### src/design/csr_pkg.sv
// constants for the core system register bank
package csr_pkg;
	// register indices; byte address is four times the index
	localparam logic [5:0] IDX_FLAG  = 6'h00;
	localparam logic [5:0] IDX_SP    = 6'h02;
	localparam logic [5:0] IDX_CLKMD = 6'h03;
	localparam logic [5:0] IDX_INTEN = 6'h04;
	localparam logic [5:0] IDX_INTRQ = 6'h05;
	localparam logic [5:0] IDX_WIDE_TIMER_MODE  = 6'h06;
	// reset values
	localparam logic [7:0] RST_FLAG  = 8'h00;
	localparam logic [7:0] RST_SP    = 8'h00;
	localparam logic [7:0] RST_CLKMD = 8'hF6;
	localparam logic [7:0] RST_INTEN = 8'h00;
	localparam logic [7:0] RST_INTRQ = 8'h00;
	localparam logic [7:0] RST_WIDE_TIMER_MODE  = 8'h00;
	// status flag layout
	localparam logic [3:0] FLAG_ONES   = 4'hF;
	localparam int         FLAG_OV     = 3;
	localparam int         FLAG_AC     = 2;
	localparam int         FLAG_C      = 1;
	localparam int         FLAG_Z      = 0;
	// clock mode layout
	localparam int         CK_SEL_HI   = 7;
	localparam int         CK_SEL_LO   = 5;
	localparam int         CK_FAST_EN  = 4;
	localparam int         CK_TYPE     = 3;
	localparam int         CK_SLOW_EN  = 2;
	localparam int         CK_WDT_EN   = 1;
	localparam int         CK_RST_PIN  = 0;
	// system clock sources
	localparam logic [1:0] SRC_FAST    = 2'h0;
	localparam logic [1:0] SRC_SLOW    = 2'h1;
	localparam logic [1:0] SRC_EXT     = 2'h2;
	// interrupt map; bit 3 is reserved
	localparam logic [7:0] IRQ_MASK    = 8'hF7;
	localparam int         IRQ_T16     = 2;
	// timer mode layout and clock codes
	localparam logic [2:0] T16_OFF     = 3'h0;
	localparam logic [2:0] T16_SYS     = 3'h1;
	localparam logic [2:0] T16_PA4     = 3'h3;
	localparam logic [2:0] T16_FAST    = 3'h4;
	localparam logic [2:0] T16_EXT     = 3'h5;
	localparam logic [2:0] T16_SLOW    = 3'h6;
	localparam logic [2:0] T16_PA0     = 3'h7;
	localparam int         T16_BIT_BASE = 8;
	// prescaler masks for /1 /4 /16 /64
	localparam logic [5:0] PRE_M1      = 6'h00;
	localparam logic [5:0] PRE_M4      = 6'h03;
	localparam logic [5:0] PRE_M16     = 6'h0F;
	localparam logic [5:0] PRE_M64     = 6'h3F;
endpackage

### src/design/csr_bank.sv
// core system register bank behind a classic wishbone slave
//
// The Wishbone slave port is this design's own decision.
`timescale 1ns/1ps
`default_nettype none
module csr_bank (
	input  wire logic        clk_i,
	input  wire logic        rst_i,
	input  wire logic        wb_cyc_i,
	input  wire logic        wb_stb_i,
	input  wire logic        wb_we_i,
	input  wire logic [7:0]  wb_adr_i,
	input  wire logic [3:0]  wb_sel_i,
	input  wire logic [31:0] wb_dat_i,
	output logic      [31:0] wb_dat_o,
	output logic             wb_ack_o,
	input  wire logic [3:0]  alu_flag_upd_i,
	input  wire logic [3:0]  alu_flag_val_i,
	input  wire logic [7:0]  irq_event_i,
	input  wire logic        fast_internal_oscillator_i,
	input  wire logic        slow_internal_oscillator_i,
	input  wire logic        external_crystal_oscillator_i,
	input  wire logic        port_a_pin_four_i,
	input  wire logic        port_a_pin_zero_i,
	output logic      [7:0]  stack_pointer_o,
	output logic      [1:0]  sys_clk_src_o,
	output logic      [6:0]  sys_clk_div_o,
	output logic             sys_clk_rsvd_o,
	output logic             fast_osc_en_o,
	output logic             slow_osc_en_o,
	output logic             watchdog_en_o,
	output logic             external_reset_input_en_o,
	output logic      [15:0] timer_count_o,
	output logic             irq_o
);

	// register storage
	logic [3:0]  flag_low;                    // live flag bits
	logic [7:0]  stack_pointer;               // stack pointer
	logic [7:0]  clock_mode_control;          // clock mode
	logic [7:0]  interrupt_enable_mask;       // enables
	logic [7:0]  interrupt_request_flags;     // sticky requests
	logic [7:0]  wide_timer_mode;             // timer mode
	logic [15:0] timer_count;                 // timer counter
	logic [5:0]  prescale;                    // timer prescaler
	// bus decode
	logic        bus_req;                     // request pending
	logic        wr_en;                       // write at ack edge
	logic [5:0]  idx;                         // register index
	logic        aligned;                     // low address bits zero
	logic [7:0]  wdat;                        // low byte written
	logic [7:0]  next_rdat;                   // read mux
	// sync and edge detection for foreign inputs
	logic [4:0]  sync_a;                      // first stage only
	logic [4:0]  sync_b;                      // second stage
	logic [4:0]  sync_c;                      // delayed copy for edges
	logic        fast_rise;
	logic        slow_rise;
	logic        ext_rise;
	logic        pa4_fall;
	logic        pa0_fall;
	// timer datapath
	logic        src_tick;                    // selected clock tick
	logic [5:0]  pre_mask;                    // prescaler mask
	logic        div_tick;                    // divided tick
	logic [15:0] next_count;                  // incremented count
	logic [3:0]  bit_sel;                     // chosen bit index
	logic        t16_event;                   // chosen bit changed
	logic [7:0]  hw_set;                      // all request sets
	logic [9:0]  ck_dec;                      // clock decode

	// system clock decode: {reserved, source, divider}
	function automatic logic [9:0] clk_decode(input logic typ,
		input logic [2:0] sel);
		logic [9:0] r;
		r = {1'b1, csr_pkg::SRC_SLOW, 7'h01};
		if (!typ) begin
			case (sel)
				3'h0:    r = {1'b0, csr_pkg::SRC_FAST, 7'h04};
				3'h1:    r = {1'b0, csr_pkg::SRC_FAST, 7'h02};
				3'h3:    r = {1'b0, csr_pkg::SRC_EXT, 7'h04};
				3'h4:    r = {1'b0, csr_pkg::SRC_EXT, 7'h02};
				3'h5:    r = {1'b0, csr_pkg::SRC_EXT, 7'h01};
				3'h6:    r = {1'b0, csr_pkg::SRC_SLOW, 7'h04};
				3'h7:    r = {1'b0, csr_pkg::SRC_SLOW, 7'h01};
				default: r = {1'b1, csr_pkg::SRC_SLOW, 7'h01};
			endcase
		end else begin
			case (sel)
				3'h0:    r = {1'b0, csr_pkg::SRC_FAST, 7'h10};
				3'h1:    r = {1'b0, csr_pkg::SRC_FAST, 7'h08};
				3'h2:    r = {1'b0, csr_pkg::SRC_SLOW, 7'h10};
				3'h3:    r = {1'b0, csr_pkg::SRC_FAST, 7'h20};
				3'h4:    r = {1'b0, csr_pkg::SRC_FAST, 7'h40};
				3'h5:    r = {1'b0, csr_pkg::SRC_EXT, 7'h08};
				default: r = {1'b1, csr_pkg::SRC_SLOW, 7'h01};
			endcase
		end
		return r;
	endfunction

	// bus decode; writes land on the edge that carries ack
	assign bus_req = wb_cyc_i & wb_stb_i;
	assign idx     = wb_adr_i[7:2];
	assign aligned = (wb_adr_i[1:0] == 2'h0);
	assign wr_en   = bus_req & wb_ack_o & wb_we_i & wb_sel_i[0] & aligned;
	assign wdat    = wb_dat_i[7:0];

	// one-cycle ack, dropped the cycle after it is given
	always_ff @(posedge clk_i) begin
		if (rst_i) begin
			wb_ack_o <= 1'b0;
		end else begin
			wb_ack_o <= bus_req & ~wb_ack_o;
		end
	end

	// read mux; unmapped addresses read zero
	always_comb begin
		next_rdat = 8'h00;
		if (aligned) begin
			case (idx)
				csr_pkg::IDX_FLAG:  next_rdat = {csr_pkg::FLAG_ONES, flag_low};
				csr_pkg::IDX_SP:    next_rdat = stack_pointer;
				csr_pkg::IDX_CLKMD: next_rdat = clock_mode_control;
				csr_pkg::IDX_INTEN: next_rdat = interrupt_enable_mask;
				csr_pkg::IDX_INTRQ: next_rdat = interrupt_request_flags;
				csr_pkg::IDX_WIDE_TIMER_MODE:  next_rdat = wide_timer_mode;
				default:            next_rdat = 8'h00;
			endcase
		end
	end

	// read data captured with the ack
	always_ff @(posedge clk_i) begin
		if (rst_i) begin
			wb_dat_o <= 32'h0000_0000;
		end else if (bus_req & ~wb_ack_o) begin
			wb_dat_o <= {24'h00_0000, next_rdat};
		end
	end

	// status flags; alu update wins over a same-cycle software write
	always_ff @(posedge clk_i) begin
		if (rst_i) begin
			flag_low <= csr_pkg::RST_FLAG[3:0];
		end else begin
			for (int i = 0; i < 4; i++) begin
				if (alu_flag_upd_i[i]) begin
					flag_low[i] <= alu_flag_val_i[i];
				end else if (wr_en && idx == csr_pkg::IDX_FLAG) begin
					flag_low[i] <= wdat[i];
				end
			end
		end
	end

	// stack pointer, plain storage; bit 0 kept by software
	always_ff @(posedge clk_i) begin
		if (rst_i) begin
			stack_pointer <= csr_pkg::RST_SP;
		end else if (wr_en && idx == csr_pkg::IDX_SP) begin
			stack_pointer <= wdat;
		end
	end

	// clock mode and timer mode storage
	always_ff @(posedge clk_i) begin
		if (rst_i) begin
			clock_mode_control <= csr_pkg::RST_CLKMD;
			wide_timer_mode    <= csr_pkg::RST_WIDE_TIMER_MODE;
		end else if (wr_en) begin
			if (idx == csr_pkg::IDX_CLKMD) begin
				clock_mode_control <= wdat;
			end
			if (idx == csr_pkg::IDX_WIDE_TIMER_MODE) begin
				wide_timer_mode <= wdat;
			end
		end
	end

	// interrupt enable mask, reserved bit held zero
	always_ff @(posedge clk_i) begin
		if (rst_i) begin
			interrupt_enable_mask <= csr_pkg::RST_INTEN;
		end else if (wr_en && idx == csr_pkg::IDX_INTEN) begin
			interrupt_enable_mask <= wdat & csr_pkg::IRQ_MASK;
		end
	end

	// request flags: write one to clear, a new event wins
	assign hw_set = (irq_event_i | ({7'h00, t16_event} << csr_pkg::IRQ_T16))
		& csr_pkg::IRQ_MASK;
	always_ff @(posedge clk_i) begin
		if (rst_i) begin
			interrupt_request_flags <= csr_pkg::RST_INTRQ;
		end else begin
			if (wr_en && idx == csr_pkg::IDX_INTRQ) begin
				interrupt_request_flags <= (interrupt_request_flags & ~wdat) | hw_set;
			end else begin
				interrupt_request_flags <= interrupt_request_flags | hw_set;
			end
		end
	end

	assign irq_o = |(interrupt_request_flags & interrupt_enable_mask);

	// clock outputs, decoded straight from stored bits
	assign ck_dec = clk_decode(clock_mode_control[csr_pkg::CK_TYPE],
		clock_mode_control[csr_pkg::CK_SEL_HI:csr_pkg::CK_SEL_LO]);
	assign sys_clk_rsvd_o = ck_dec[9];
	assign sys_clk_src_o  = ck_dec[8:7];
	assign sys_clk_div_o  = ck_dec[6:0];
	assign fast_osc_en_o  = clock_mode_control[csr_pkg::CK_FAST_EN];
	assign slow_osc_en_o  = clock_mode_control[csr_pkg::CK_SLOW_EN];
	assign watchdog_en_o  = clock_mode_control[csr_pkg::CK_WDT_EN]
		& clock_mode_control[csr_pkg::CK_SLOW_EN];
	assign external_reset_input_en_o = clock_mode_control[csr_pkg::CK_RST_PIN];
	assign stack_pointer_o = stack_pointer;

	// two-stage sync of oscillators and pins, plus edge copy
	always_ff @(posedge clk_i) begin
		if (rst_i) begin
			sync_a <= 5'h00;
			sync_b <= 5'h00;
			sync_c <= 5'h00;
		end else begin
			sync_a <= {port_a_pin_zero_i, port_a_pin_four_i,
				external_crystal_oscillator_i, slow_internal_oscillator_i,
				fast_internal_oscillator_i};
			sync_b <= sync_a;
			sync_c <= sync_b;
		end
	end
	// oscillators faster than half of clk_i alias; a limitation
	assign fast_rise = sync_b[0] & ~sync_c[0];
	assign slow_rise = sync_b[1] & ~sync_c[1];
	assign ext_rise  = sync_b[2] & ~sync_c[2];
	assign pa4_fall  = ~sync_b[3] & sync_c[3];
	assign pa0_fall  = ~sync_b[4] & sync_c[4];

	// timer clock source select
	always_comb begin
		src_tick = 1'b0;
		case (wide_timer_mode[7:5])
			csr_pkg::T16_SYS:  src_tick = 1'b1;
			csr_pkg::T16_PA4:  src_tick = pa4_fall;
			csr_pkg::T16_FAST: src_tick = fast_rise;
			csr_pkg::T16_EXT:  src_tick = ext_rise;
			csr_pkg::T16_SLOW: src_tick = slow_rise;
			csr_pkg::T16_PA0:  src_tick = pa0_fall;
			default:           src_tick = 1'b0;
		endcase
	end

	// prescaler mask from field 4:3
	always_comb begin
		pre_mask = csr_pkg::PRE_M1;
		// divide by 1, 4, 16, 64
		case (wide_timer_mode[4:3])
			2'h0:    pre_mask = csr_pkg::PRE_M1;
			2'h1:    pre_mask = csr_pkg::PRE_M4;
			2'h2:    pre_mask = csr_pkg::PRE_M16;
			default: pre_mask = csr_pkg::PRE_M64;
		endcase
	end
	assign div_tick   = src_tick & ((prescale & pre_mask) == pre_mask);
	assign next_count = timer_count + 16'h0001;
	assign bit_sel    = 4'(csr_pkg::T16_BIT_BASE) + {1'b0, wide_timer_mode[2:0]};
	// chosen bit toggles on this increment
	assign t16_event  = div_tick & (next_count[bit_sel] != timer_count[bit_sel]);

	// prescaler runs on source ticks only
	always_ff @(posedge clk_i) begin
		if (rst_i) begin
			prescale <= 6'h00;
		end else if (src_tick) begin
			prescale <= prescale + 6'h01;
		end
	end

	// counter holds while the timer is disabled
	always_ff @(posedge clk_i) begin
		if (rst_i) begin
			timer_count <= 16'h0000;
		end else if (div_tick) begin
			timer_count <= next_count;
		end
	end
	assign timer_count_o = timer_count;

	// checks
	chk_ack_one_cycle: assert property (@(posedge clk_i) disable iff (rst_i)
		wb_ack_o |=> !wb_ack_o) else $error("ack held two cycles");
	chk_flag_upper_ones: assert property (@(posedge clk_i) disable iff (rst_i)
		(bus_req && !wb_ack_o && !wb_we_i && aligned && idx == csr_pkg::IDX_FLAG)
		|=> wb_dat_o[7:4] == 4'hF) else $error("flag upper bits not one");
	chk_flag_alu_wins: assert property (@(posedge clk_i) disable iff (rst_i)
		alu_flag_upd_i[csr_pkg::FLAG_OV]
		|=> flag_low[csr_pkg::FLAG_OV] == $past(alu_flag_val_i[csr_pkg::FLAG_OV]))
		else $error("overflow flag missed update");
	chk_flag_zero_upd: assert property (@(posedge clk_i) disable iff (rst_i)
		alu_flag_upd_i[csr_pkg::FLAG_Z]
		|=> flag_low[csr_pkg::FLAG_Z] == $past(alu_flag_val_i[csr_pkg::FLAG_Z]))
		else $error("zero flag missed update");
	chk_sp_write: assert property (@(posedge clk_i) disable iff (rst_i)
		(wr_en && idx == csr_pkg::IDX_SP) |=> stack_pointer_o == $past(wb_dat_i[7:0]))
		else $error("stack pointer write lost");
	chk_wdt_gated: assert property (@(posedge clk_i) disable iff (rst_i)
		!clock_mode_control[csr_pkg::CK_SLOW_EN] |-> !watchdog_en_o)
		else $error("watchdog on with slow osc off");
	chk_req_sticky: assert property (@(posedge clk_i) disable iff (rst_i)
		(irq_event_i[0]) |=> interrupt_request_flags[0][*2])
		else $error("request bit not sticky");
	chk_irq_level: assert property (@(posedge clk_i) disable iff (rst_i)
		irq_o == |(interrupt_request_flags & interrupt_enable_mask))
		else $error("irq level mismatch");
	chk_timer_off: assert property (@(posedge clk_i) disable iff (rst_i)
		(wide_timer_mode[7:5] == csr_pkg::T16_OFF) |=> $stable(timer_count))
		else $error("timer moved while disabled");
	chk_timer_event: assert property (@(posedge clk_i) disable iff (rst_i)
		t16_event |=> interrupt_request_flags[csr_pkg::IRQ_T16])
		else $error("timer event lost");
	chk_timer_step: assert property (@(posedge clk_i) disable iff (rst_i)
		div_tick |=> timer_count == $past(timer_count) + 16'h0001)
		else $error("timer step wrong");
	cov_bus_write: cover property (@(posedge clk_i) disable iff (rst_i)
		wr_en && idx == csr_pkg::IDX_CLKMD);
	cov_req_clear: cover property (@(posedge clk_i) disable iff (rst_i)
		wr_en && idx == csr_pkg::IDX_INTRQ && interrupt_request_flags != 8'h00);
	cov_irq_raised: cover property (@(posedge clk_i) disable iff (rst_i)
		$rose(irq_o));
	cov_timer_event: cover property (@(posedge clk_i) disable iff (rst_i)
		t16_event);

endmodule // csr_bank
`default_nettype wire

### config.mk
export PLATFORM = sky130hd
export DESIGN_NAME = csr_bank
export DESIGN_NICKNAME = d
export VERILOG_FILES = /design/src/design/csr_pkg.sv /design/src/design/csr_bank.sv
export SDC_FILE = /design/constraint.sdc
export NUM_CORES = 1
export LEC_CHECK = 0
export BUFFER_PORTS_ARGS = -buffer_cell sky130_fd_sc_hd__buf_2
export CORE_ASPECT_RATIO = 0.9
export CORE_UTILIZATION = 51
export DETAILED_ROUTE_END_ITERATION = 10
export PLACE_DENSITY = 0.8
export SLEW_MARGIN = 25
export SYNTH_ARGS = -nofsm -noshare
export SYNTH_HDL_FRONTEND = slang
export SYNTH_SLANG_ARGS = --single-unit
export TNS_END_PERCENT = 10
### constraint.sdc
create_clock -name clk_i -period 2.4 [get_ports clk_i]
set_input_delay 0.36 -clock clk_i [delete_from_list [all_inputs] [get_ports clk_i]]
set_output_delay 0.36 -clock clk_i [all_outputs]
set_load 0.05 [all_outputs]
Word-level counts from Yosys, hierarchy flattened. Index checks and enable logic that the tools add are counted.

Flip-flop bits (word level): 89. Input port bits: 70. Output and inout port bits: 72. Word-level logic and storage cells: 104.

Add/subtract/negate cells: 3. Order comparisons: 1. Equality and inequality tests: 22. Multiplexer cells: 20. Bitwise logic cells: 27. Reduce and logical (&&, ||, !) cells: 15.

Operator list (number): 10-bit case mux with 7 select lines (1); 10-bit case mux with 6 select lines (1); 8-bit case mux with 6 select lines (1); 3-bit == test (second input constant) (8); 6-bit by 3-bit == test with 1-bit output (second input constant) (3); 6-bit case mux with 3 select lines (1); 16-bit by 1-bit adder with 16-bit output (second input constant) (1); 8-bit bitwise AND (2); 8-bit 2-to-1 mux (2); 8-bit bitwise OR (2); 1-bit bitwise AND (14); 6-bit by 2-bit == test with 1-bit output (second input constant) (2); 1-bit 2-to-1 mux (10); 10-bit 2-to-1 mux (1); 3-bit by 2-bit == test with 1-bit output (second input constant) (3); 1-bit binary-select mux with 4-bit select (2); 8-bit NOT (1); 8-bit by 3-bit bitwise OR with 8-bit output (1); 2-bit nonzero test (4); 8-bit OR reduction (1); 6-bit by 1-bit adder with 6-bit output (second input constant) (1); 6-bit bitwise AND (1); 3-bit by 1-bit == test with 1-bit output (second input constant) (2); 6-bit == test (1); other kinds (12) (22).

Longest topological paths before layout. Gate-level depths: netlist of run 1.

Word-level depth: 9. Mapped depth: 8. Depth with buffers taken out: 7.

Worst setup path before layout of run 1. OpenSTA, ideal clock, no wires.

Path kind: register to output. Start: register clock_mode_control[7]. End: output sys_clk_div_o[6]. Arrival: 2362 ps. Required time: 2040 ps. Path slack: -322 ps. Cell stages (with the launch flop): 4. Path buffers: 1. Cell sequence: dfxtp_1 clkbuf_1 inv_1 nor4b_1.

Word-level cells in the longest chain between the ends: 3. Elaborated cells on any way between the ends: 8. Classes of those cells: eq/ne (5); mux (2); reduce/logical (1).

RTL lines: start, declared (RTL line csr_bank.sv:40) `logic [7:0] clock_mode_control;`; start signal, assigned (RTL line csr_bank.sv:170) `clock_mode_control <= csr_pkg::RST_CLKMD;`; start signal, assigned (RTL line csr_bank.sv:174) `clock_mode_control <= wdat;`; 3-bit == test, or another cell as far along (RTL line csr_bank.sv:89) `case (sel)`; 10-bit case mux with 6 select lines * (RTL line csr_bank.sv:89); 10-bit 2-to-1 mux * (RTL line csr_bank.sv:77) `if (!typ) begin`; end, declared (RTL line csr_bank.sv:27) `output logic [6:0] sys_clk_div_o,`.

Mark *: on every way between the ends. The rest lies on a longest branch, timed or not.

Worst setup path after layout of run 1.
Start: register wide_timer_mode[5]. End: register timer_count[10], in the netlist timer_count_o[10].

Word-level cells in the longest chain between the ends: 3. Elaborated cells on any way between the ends: 8. Classes of those cells: eq/ne (6); mux (1); bitwise (1).

RTL lines: start, declared (RTL line csr_bank.sv:43) `logic [7:0] wide_timer_mode;`; start signal, assigned (RTL line csr_bank.sv:171) `wide_timer_mode <= csr_pkg::RST_WIDE_TIMER_MODE;`; start signal, assigned (RTL line csr_bank.sv:177) `wide_timer_mode <= wdat;`; 3-bit == test, or another cell as far along (RTL line csr_bank.sv:245) `case (wide_timer_mode[7:5])`; 1-bit case mux with 6 select lines * (RTL line csr_bank.sv:245); 1-bit bitwise AND * (RTL line csr_bank.sv:267) `assign div_tick = src_tick & ((prescale & pre_mask) == pre_mask);`; end signal, assigned (RTL line csr_bank.sv:287) `timer_count <= next_count;`; end, declared (RTL line csr_bank.sv:44) `logic [15:0] timer_count;`.

Marked as above. A chain may end at the register's enable or synchronous reset.

==> impl_results.md, run 1 <==
* Mapped Avg Cell Area at 8.49 sq um
* Leakage at 2.04 nW
* Post-synth top area share at 40.2%
* Hold WC Path Type: in -> reg
* CP startpoint kind: flop
* GRT Residual Overflow at 0
* Required time of the worst setup path at 2.68 ns
* Post-CTS Setup Inserts at 0
* Largest net degree at the start of global routing at 44
* Worst vdd ir at 0.000299 V
* Max cap viols at 0
* Setup Skew at 0.0122 ns
* WL per Instance at 14.2 microns
* Hold buffers post-CTS at 0
* Comb pwr share at 7.7%
* # resized after CTS at 0
* Fmax at 450 MHz
* Post-synth EDFFs at 0
* Post-synth top cells: dfxtp_1, nor2_1, nand2_1
* Synth area leader: dfxtp_1
* CTS tree: yes
* Asr flop ratio synth at 0%
* Synth Instances at 522
* Via density at 5.53
* Total Power at 2.89 mW
* P per Cell Area at 561 nW/um^2
* Slew @ Worst Pin at 0.765 ns
* # fillers at 719
* I/O pin count at 142
* Layout Nets at 677
* Initial antenna violation count at 0
* CTS Buf Count at 9
* DP HPWL at 7.46 mm
* DIE AREA at 9070 sq um
* P_int at 2.15 mW
* Period utilization at 92.5%
* Die height at 90.5 microns
* CP Class: reg -> reg
* Area Growth Syn to Fin at 16.2%
* Starting Density at 53.9%
* Clk_lat worst skew at 0.37 ns
* R2r endpoint: timer_count_o[10]$_SDFFE_PP0P_
* DR DRC count at 0
* DRT iter0 DRCs at 269
* Most common cell in the netlist: dfxtp_1
* Synthesized cell area at 4430 sq um
* Clk network pwr share at 39.9%
* Synth area leaders: dfxtp_1, mux2i_1, a21oi_1
* Clock Path Buffers at 2
* Warning count from the yosys run at 0
* Max-slew violations at 0
* Yosys cell types at 52
* Worst-path clk slew at 0.09 ns
* Number of clock sinks at 89
* CTS root buf: clkbuf_8
* Final worst slack at 0.180 ns
* Hold Path Depth at 2
* Reg-to-reg startpoint: wide_timer_mode[5]$_SDFFE_PP0P_
* Fin. Hold Viols at 0
* Hold Path Origin: port_a_pin_zero_i
* Sw frac at 25.5%
* Setup slack at placement at 0.226 ns
* Core ar. at 8220 sq um
* #FFs+latches synth at 89
* Total iterations of the first detailed-routing run at 5
* H-tree Lvls at 3
* WL final at 10.3 mm
* CP endpoint kind: flop
* R2R cell count at 5
* Antenna viol nets, final at 0
* First-pass GRT wire length at 17.1 mm
* Total GRT Usage at 23.6%
* Ys flop type: dfxtp_1
* Die X at 100 microns
* Share of cells above drive strength 1 at 22.3%
* Switching power at 736 uW
* RSZ-0062 raised after global routing: no
* Rel. slew slack at 49.0%
* Gpl congestion at 0.851
* Via count at 4009
* Flop pwr share at 52.4%
* I/O Buffers at 89
* Final Setup Violations at 0
* Outcome: complete, no violations
* Seq/Total Area, Yosys at 40.2%
* Diode count at 0
* Register-to-register setup slack at 0.18 ns
* Worst EP arrival at 2.50 ns
* Row count at 31
* Vias in the first global route at 3569
* CP Max Fanout at 14
* Min-Delay Endpoint: sync_a[4]$_SDFF_PP0_
* Final setup TNS at 0 ns
* Final min period at 2.22 ns
==> layout by cell type (no fill, tap or decap), drive strengths merged, types with 3 or more instances in the layout <==
cell,instances
nor2b,15
inv,15
a21oi,45
mux4,5
nand2b,9
o31ai,9
conb,24
mux2i,32
a211oi,5
buf,104
o21ai,10
nor4,13
nor3,4
nor4b,3
or4,8
nand2,49
nor3b,3
a22oi,10
clkbuf,9
or2,3
nand3,18
xnor2,15
o211ai,4
nand3b,7
nand4,3
or3,6
nor2,62
dfxtp,89
a21o,4
==> per-layer routing <==
metal	part of all wire [%]	up-vias	track usage (%)	wire length (microns)
met4	1.9	0	7.49	193
met3	5.9	18	5.42	611
met1	45	1899	32.7	4660
met5	0	-	0	0
li1	-	1958	-	-
met2	47	134	36.2	4840
==> cells by family after synthesis <==
group	synth area share, %
xor gates and xnor gates	3.36
AOI/OAI and AO/OA	13.9
muxes	10.0
other	0.0846
adders and majority gates	0.564
buffers and inverters	7.93
and+or+nand+nor	24.0
DFF	40.2
==> layout make-up <==
| class | instances | area (sq um) | share of cell area, % |
|---|---|---|---|
| Multi-Input combinational cell | 388 | 2390 | 46.5 |
| Timing Repair Buffer | 104 | 558 | 10.8 |
| Clock buffer | 9 | 124 | 2.40 |
| Inverter | 13 | 48.8 | 0.947 |
| Tap cell | 115 | 144 | 2.79 |
| Sequential cell | 89 | 1780 | 34.6 |
| Clock inverter | 7 | 101 | 1.97 |
==> critical path, cell delays in order, from the launching register on <==
cell	delay (ns)
dfxtp_1	0.42
a21oi_1	0.07
o32a_1	0.36
or3_1	0.56
or4_1	0.53
a21oi_1	0.19
==> worst max path at each step <==
stage | end | cells after the start | from | slack (ns)
3_5_place_dp | timer_count_o[10]$_SDFFE_PP0P_ | 5 | wide_timer_mode[5]$_SDFFE_PP0P_ | 0.23
6_report | timer_count_o[10]$_SDFFE_PP0P_ | 5 | wide_timer_mode[5]$_SDFFE_PP0P_ | 0.18
4_1_cts | timer_count_o[10]$_SDFFE_PP0P_ | 5 | wide_timer_mode[5]$_SDFFE_PP0P_ | 0.19
3_3_place_gp | clock_mode_control[3]$_SDFFE_PP0P_ | 7 | wb_adr_i[5] | 0.29
5_1_grt | timer_count_o[10]$_SDFFE_PP0P_ | 5 | wide_timer_mode[5]$_SDFFE_PP0P_ | 0.04
2_1_floorplan | interrupt_request_flags[2]$_SDFF_PP0_ | 7 | timer_count_o[5]$_SDFFE_PP0P_ | -0.04
==> state kept, by name (all words and copies together) (netlist names) <==
| signal | cells |
|---|---|
| sync_a | 5 |
| flag_low | 4 |
| wb_dat_o | 8 |
| sync_b | 5 |
| interrupt_enable_mask | 7 |
| clock_mode_control | 8 |
| wb_ack_o | 1 |
| interrupt_request_flags | 8 |
| stack_pointer_o | 8 |
| sync_c | 5 |
| prescale | 6 |
| timer_count_o | 16 |
| wide_timer_mode | 8 |
==> power by group through the flow <==
stage / combinational [mW] / clock, mW / sequential (mW)
floorplan: 0.187 / 0 / 1.55
global placement: 0.218 / 0 / 1.55
detailed placement: 0.221 / 0 / 1.55
CTS: 0.222 / 1.17 / 1.51
global route: 0.242 / 1.25 / 1.52
finish: 0.223 / 1.15 / 1.51
==> stage by stage <==
step / cells / hold slack [ns] / cell area [sq um] / util [%]
6_report: 725 / 0.199 / 5150 / 62.6
5_1_grt: 725 / 0.197 / 5150 / 62.6
4_1_cts: 725 / 0.191 / 5150 / 62.6
3_5_place_dp: 709 / 0.428 / 4930 / 59.9
3_3_place_gp: 709 / 0.429 / 4930 / 59.9
2_1_floorplan: 545 / 0.414 / 4530 / -
Note: power is estimated with default switching activity, not from simulation.
==> run 2: changes to the inputs <==
Settings changed: CORE_UTILIZATION 51 to 40, PLACE_DENSITY 0.8 to 0.65.
==> run 2 against run 1 <==
Sequential power is essentially flat. Cell count grew 2.9%. Global-route usage shrank 4.1 points. Utilization shrank 14 points. Die area grew 27%. Clock skew shrank 0.0038 ns. Combinational power grew 2%. Critical path depth is the same. Worst hold slack gained 0.023 ns. Clock-buffer cell count grew 1. Largest power group unchanged. Highest routed layer unchanged.
==> impl_results.md, run 2 (synthesis results as in run 1) <==
* Via density at 5.34 (was 5.53)
* Fmax at 458 MHz (was 450 MHz)
* Starting Density at 41.0% (was 53.9%)
* CTS tree: yes (unchanged)
* Outcome: complete, no violations (unchanged)
* Leakage at 2.09 nW (was 2.04 nW)
* I/O pin count at 142 (unchanged)
* GRT Residual Overflow at 0 (unchanged)
* Post-CTS Setup Inserts at 0 (unchanged)
* Core ar. at 10800 sq um (was 8220 sq um)
* Final min period at 2.19 ns (was 2.22 ns)
* Total Power at 3.21 mW (was 2.89 mW)
* Sequential Area at 1780 sq um (unchanged)
* # fillers at 1040 (was 719)
* Hold WS at 0.222 ns (was 0.199 ns)
* Clk_lat worst skew at 0.35 ns (was 0.37 ns)
* I/O Buffers at 89 (unchanged)
* CTS root buf: clkbuf_16 (was clkbuf_8)
* Slew @ Worst Pin at 0.576 ns (was 0.765 ns)
* Period utilization at 91.1% (was 92.5%)
* Crit-path slowest cell: or3_1 (unchanged)
* CP startpoint kind: flop (unchanged)
* Largest net degree at the start of global routing at 30 (was 44)
* Area Growth Syn to Fin at 19.1% (was 16.2%)
* Setup Skew at 0.00842 ns (was 0.0122 ns)
* H-tree Lvls at 3 (unchanged)
* Hold WC Path Type: in -> reg (unchanged)
* DR DRC count at 0 (unchanged)
* Commonest non-fill, non-tap cells in the layout: dfxtp_1, buf_2, nor2_1 (unchanged)
* Placed Area at 4970 sq um (was 4930 sq um)
* Final Non-Filler Cells at 746 (was 725)
* Area occupied by multi-input gates at 2390 sq um (unchanged)
* RSZ-0062 raised after global routing: no (unchanged)
* Row count at 36 (was 31)
* Worst vdd ir at 0.000301 V (was 0.000299 V)
* Clock Path Buffers at 2 (unchanged)
* Vias in the first global route at 3646 (was 3569)
* Max stage delay on crit path at 0.56 ns (about the same)
* Worst EP arrival at 2.46 ns (was 2.50 ns)
* Layout Nets at 680 (was 677)
* Final worst slack at 0.215 ns (was 0.180 ns)
* Rel. slew slack at 61.6% (was 49.0%)
* Total iterations of the first detailed-routing run at 5 (unchanged)
* Most frequent CP cell: a21oi_1 (unchanged)
* First-pass GRT wire length at 17.7 mm (was 17.1 mm)
* Antenna viol nets, final at 0 (unchanged)
* Die height at 102 microns (was 90.5 microns)
* Post-Place Cells at 730 (was 709)
* Share of cells above drive strength 1 at 22.7% (was 22.3%)
* CP Max Fanout at 14 (unchanged)
* Final Setup Violations at 0 (unchanged)
* Worst-path clk slew at 0.07 ns (was 0.09 ns)
* Number of flip-flops under the largest register name at 16 (unchanged)
* Hold buffers post-CTS at 0 (unchanged)
* CTS Buf Count at 9 (unchanged)
* Via count at 3984 (was 4009)
* P per Cell Area at 607 nW/um^2 (was 561 nW/um^2)
* WL per Instance at 14.7 microns (was 14.2 microns)
* Total GRT Usage at 19.5% (was 23.6%)
* Gpl congestion at 0.806 (was 0.851)
* Crit-path cells: a21oi_1, o32a_1, or3_1, or4_1, a21oi_1 (unchanged)
* Setup slack at placement at 0.221 ns (was 0.226 ns)
* Required time of the worst setup path at 2.67 ns (was 2.68 ns)
* DIE AREA at 11500 sq um (was 9070 sq um)
* DP HPWL at 8.01 mm (was 7.46 mm)
* DRT iter0 DRCs at 160 (was 269)
* CP endpoint kind: flop (unchanged)
* Number of clock sinks at 89 (unchanged)
* Max-slew violations at 0 (unchanged)
* Initial antenna violation count at 0 (unchanged)
* Final instance area at 5280 sq um (was 5150 sq um)
* WL final at 11.0 mm (was 10.3 mm)
* Max cap viols at 0 (unchanged)
* Diode count at 0 (unchanged)
* # resized after CTS at 0 (unchanged)
* Die X at 113 microns (was 100 microns)
* Fin. Hold Viols at 0 (unchanged)
* CP Class: reg -> reg (unchanged)
-- run 2: area by class of cell --
| type | count | area share, % |
|---|---|---|
| clock buffers | 10 | 4.52 |
| clock inverters | 6 | 1.37 |
| flip-flops and latches | 89 | 33.7 |
| inverters | 13 | 0.924 |
| well taps | 133 | 3.15 |
| multi-input cells | 388 | 45.3 |
| repair buffers | 107 | 11.0 |
-- run 2: where the power goes --
part,leakage [nW],switching [mW],total (mW),internal [mW]
combinational,1.23,0.168,0.228,0.0599
sequential,0.723,0.0150,1.52,1.50
clock,0.143,0.618,1.46,0.846
-- run 2: worst paths after layout --
| kind | startpoint | endpoint | slack, ns | cells after the start |
|---|---|---|---|---|
| worst max register to register | wide_timer_mode[7]$_SDFFE_PP0P_ | timer_count_o[12]$_SDFFE_PP0P_ | 0.21 | 5 |
| worst min-delay path | irq_event_i[5] | interrupt_request_flags[5]$_SDFF_PP0_ | 0.22 | 3 |
| worst min register to register | sync_a[3]$_SDFF_PP0_ | sync_b[3]$_SDFF_PP0_ | 0.44 | 1 |
| worst max-delay path | wide_timer_mode[7]$_SDFFE_PP0P_ | timer_count_o[12]$_SDFFE_PP0P_ | 0.21 | 5 |
-- run 2: per-layer routing --
metal	GRT usage, %	wire length [microns]	vias up	share of wire (%)
met1	25.5	5040	1870	46
li1	-	-	1974	-
met5	0	0	-	0
met4	9.62	218	0	2.0
met3	3.14	536	18	4.9
met2	31.8	5190	122	47
-- run 2: metrics by stage --
step	utilization, %	setup TNS (ns)
after floorplan	-	-0.0356
final	48.9	0
after global routing	48.9	0
after CTS	48.9	0
after global placement	46.0	0
after detailed placement	46.0	0
-- run 2: worst max-delay path, delay by kind of cell, from the launching register on --
kind	cells	cell delay, ns
AND/OR/NAND/NOR	2	1.11
AO/OA/AOI/OAI	3	0.59
flip-flops	1	0.41
==> run 3: changes to the inputs <==
Settings changed: CORE_MARGIN set to 8, PLACE_DENSITY 0.65 to 0.68.
Clock period 2.4 ns to 1.8 ns, I/O delays scaled along.
==> run 3 against run 2 <==
The flow now finishes with violations (setup timing). Largest cell class unchanged. Non-clock buffer count rose by 51. Maximum frequency rose by 11%. Register-to-register slack got worse by 0.39 ns. Combinational power rose by 38%. Flip-flop and latch count did not move. Die area rose by 28%. Cell area rose by 11%. Global-route usage fell by 3.3 points. Routed wire length rose by 12%.
==> impl_results.md, run 3 (synthesis results as in run 1) <==
* WL per Instance at 15.5 microns (was 14.7 microns)
* P per Cell Area at 713 nW/um^2 (was 607 nW/um^2)
* P_int at 3.18 mW (was 2.41 mW)
* Fin. Hold Viols at 0 (unchanged)
* Vias in the first global route at 4081 (was 3646)
* Required time of the worst setup path at 2.00 ns (was 2.67 ns)
* I/O pin count at 142 (unchanged)
* Total iterations of the first detailed-routing run at 5 (unchanged)
* WL final at 12.3 mm (was 11.0 mm)
* Clk network pwr share at 44.5% (was 45.6%)
* Slew @ Worst Pin at 0.511 ns (was 0.576 ns)
* DIE AREA at 14700 sq um (was 11500 sq um)
* Worst-path clk slew at 0.06 ns (was 0.07 ns)
* Max cap viols at 0 (unchanged)
* Failing checks: setup timing
* CTS tree: yes (unchanged)
* CP startpoint kind: flop (unchanged)
* Sequential Area at 1830 sq um (was 1780 sq um)
* Area occupied by multi-input gates at 2540 sq um (was 2390 sq um)
* CTS root buf: clkbuf_16 (unchanged)
* Hold buffers post-CTS at 0 (unchanged)
* CP endpoint kind: flop (unchanged)
* Most common cell after layout, fill and taps aside: buf_2
* Share of cells above drive strength 1 at 35.4% (was 22.7%)
* Leakage at 2.39 nW (was 2.09 nW)
* Crit-path slowest cell: nor4_1 (was or3_1)
* Area Growth Syn to Fin at 32.4% (was 19.1%)
* # fillers at 969 (was 1040)
* Diode count at 0 (unchanged)
* First-pass GRT wire length at 19.5 mm (was 17.7 mm)
* Via count at 4213 (was 3984)
* Die height at 116 microns (was 102 microns)
* Total GRT Usage at 16.2% (was 19.5%)
* Critical path's top delay family: simple AND/OR/NAND/NOR gates (unchanged)
* Fmax at 506 MHz (was 458 MHz)
* Row count at 36 (unchanged)
* I/O Buffers at 89 (unchanged)
* Layout Utilization at 54.3% (was 48.9%)
* Core ar. at 10800 sq um (unchanged)
* Final min period at 1.98 ns (was 2.19 ns)
* Final Setup Violations at 11 (was 0)
* Max stage delay on crit path at 0.48 ns (was 0.56 ns)
* Sw frac at 24.0% (was 25.0%)
* Initial antenna violation count at 0 (unchanged)
* Worst EP arrival at 2.18 ns (was 2.46 ns)
* Max-slew violations at 0 (unchanged)
* Setup Skew at 0.00674 ns (was 0.00842 ns)
* Number of flip-flops under the largest register name at 16 (unchanged)
* CP Max Fanout at 5 (was 14)
* Rel. slew slack at 65.6% (was 61.6%)
* CP Class: reg -> reg (unchanged)
* Die X at 127 microns (was 113 microns)
* Worst vdd ir at 0.000343 V (was 0.000301 V)
* Number of clock sinks at 89 (unchanged)
* Crit path buffers/inverters at 1 (was 0)
* Antenna viol nets, final at 0 (unchanged)
* Flop pwr share at 47.9% (was 47.3%)
* Switching power at 1.00 mW (was 801 uW)
* Final worst slack at -0.177 ns (was 0.215 ns)
* Comb pwr share at 7.5% (was 7.1%)
* Hold WC Path Type: in -> reg (unchanged)
* DP HPWL at 9.17 mm (was 8.01 mm)
* Final Non-Filler Cells at 796 (was 746)
* Via density at 5.29 (was 5.34)
* Total Power at 4.19 mW (was 3.21 mW)
* DR DRC count at 0 (unchanged)
* Crit-path cells: nand4_1, buf_4, nor4_1, mux2i_1, o221ai_2, o311ai_1, o221ai_1 (was a21oi_1, o32a_1, or3_1, or4_1, a21oi_1)
* DRT iter0 DRCs at 253 (was 160)
* Layout Nets at 731 (was 680)
* GRT Residual Overflow at 0 (unchanged)
* Period utilization at 110% (was 91.1%)
* RSZ-0062 raised after global routing: yes (was no)
* Clk_lat worst skew at 0.34 ns (was 0.35 ns)
* Commonest non-fill, non-tap cells in the layout: buf_2, dfxtp_1, buf_4 (was dfxtp_1, buf_2, nor2_1)
* Clock Path Buffers at 2 (unchanged)
* Post-Place Cells at 775 (was 730)
* CTS Buf Count at 9 (unchanged)
* H-tree Lvls at 3 (unchanged)
* Outcome: finished, violations left (was complete, no violations)
* Largest net degree at the start of global routing at 38 (was 30)
* Starting Density at 41.0% (unchanged)
* Gpl congestion at 0.853 (was 0.806)
-- run 3: cell types whose count changed in the layout (fill, tap and decap cells not counted), sizes merged --
| cell | change |
|---|---|
| clkbuf | +2 |
| inv | -1 |
| clkinv | +1 |
| buf | +50 |
| clkinvlp | -2 |
-- run 3: repair_timing --
item,in CTS,in global routing
hold endpoints to repair,0,0
setup buffers,0,5
cloned,1,0
setup endpoints to repair,12,37
pin swaps,6,11
gates resized for setup,6,34
-- run 3: power groups by stage --
stage / sequential (mW) / clock (mW) / combinational, mW
after global placement: 2.05 / 0 / 0.303
after detailed placement: 2.05 / 0 / 0.308
after global routing: 2.01 / 1.97 / 0.339
final: 2.01 / 1.86 / 0.315
after CTS: 2.01 / 1.90 / 0.309
after floorplan: 2.05 / 0 / 0.249
-- run 3: final timing paths --
check / startpoint / end / slack [ns] / cells past startpoint
worst min-delay path: irq_event_i[4] / interrupt_request_flags[4]$_SDFF_PP0_ / 0.13 / 3
worst max register to register: timer_count_o[5]$_SDFFE_PP0P_ / interrupt_request_flags[2]$_SDFF_PP0_ / -0.18 / 7
worst min register to register: sync_b[4]$_SDFF_PP0_ / sync_c[4]$_SDFF_PP0_ / 0.44 / 2
worst max-delay path: timer_count_o[5]$_SDFFE_PP0P_ / interrupt_request_flags[2]$_SDFF_PP0_ / -0.18 / 7
-- run 3: area by class of cell --
class	instances	share of cell area, %
multi-input cells	388	43.2
flip-flops and latches	89	31.2
repair buffers	158	16.9
clock buffers	11	4.14
well taps	133	2.84
clock inverters	4	0.895
inverters	13	0.831
-- run 3: stage by stage --
step,cell area (sq um),setup slack [ns],TNS (ns),hold slack (ns)
floorplan,4600,-0.325,-9.23,0.358
global placement,5380,-0.190,-3.78,0.425
global route,5870,-0.314,-2.01,0.147
finish,5870,-0.177,-1.31,0.135
detailed placement,5380,-0.218,-4.56,0.431
CTS,5690,-0.182,-1.32,0.131
-- run 3: worst min-delay path, stage by stage --
cell and delay, ns:
buf_2 0.08, a21oi_1 0.03, nor2_1 0.06
-- run 3: routing by layer --
layer,track usage (%),wire length (microns),vias to the layer above
li1,-,-,2060
met1,19.5,5470,2026
met2,27.4,6040,108
met3,3.40,622,19
met4,7.44,213,0
met5,0,0,-
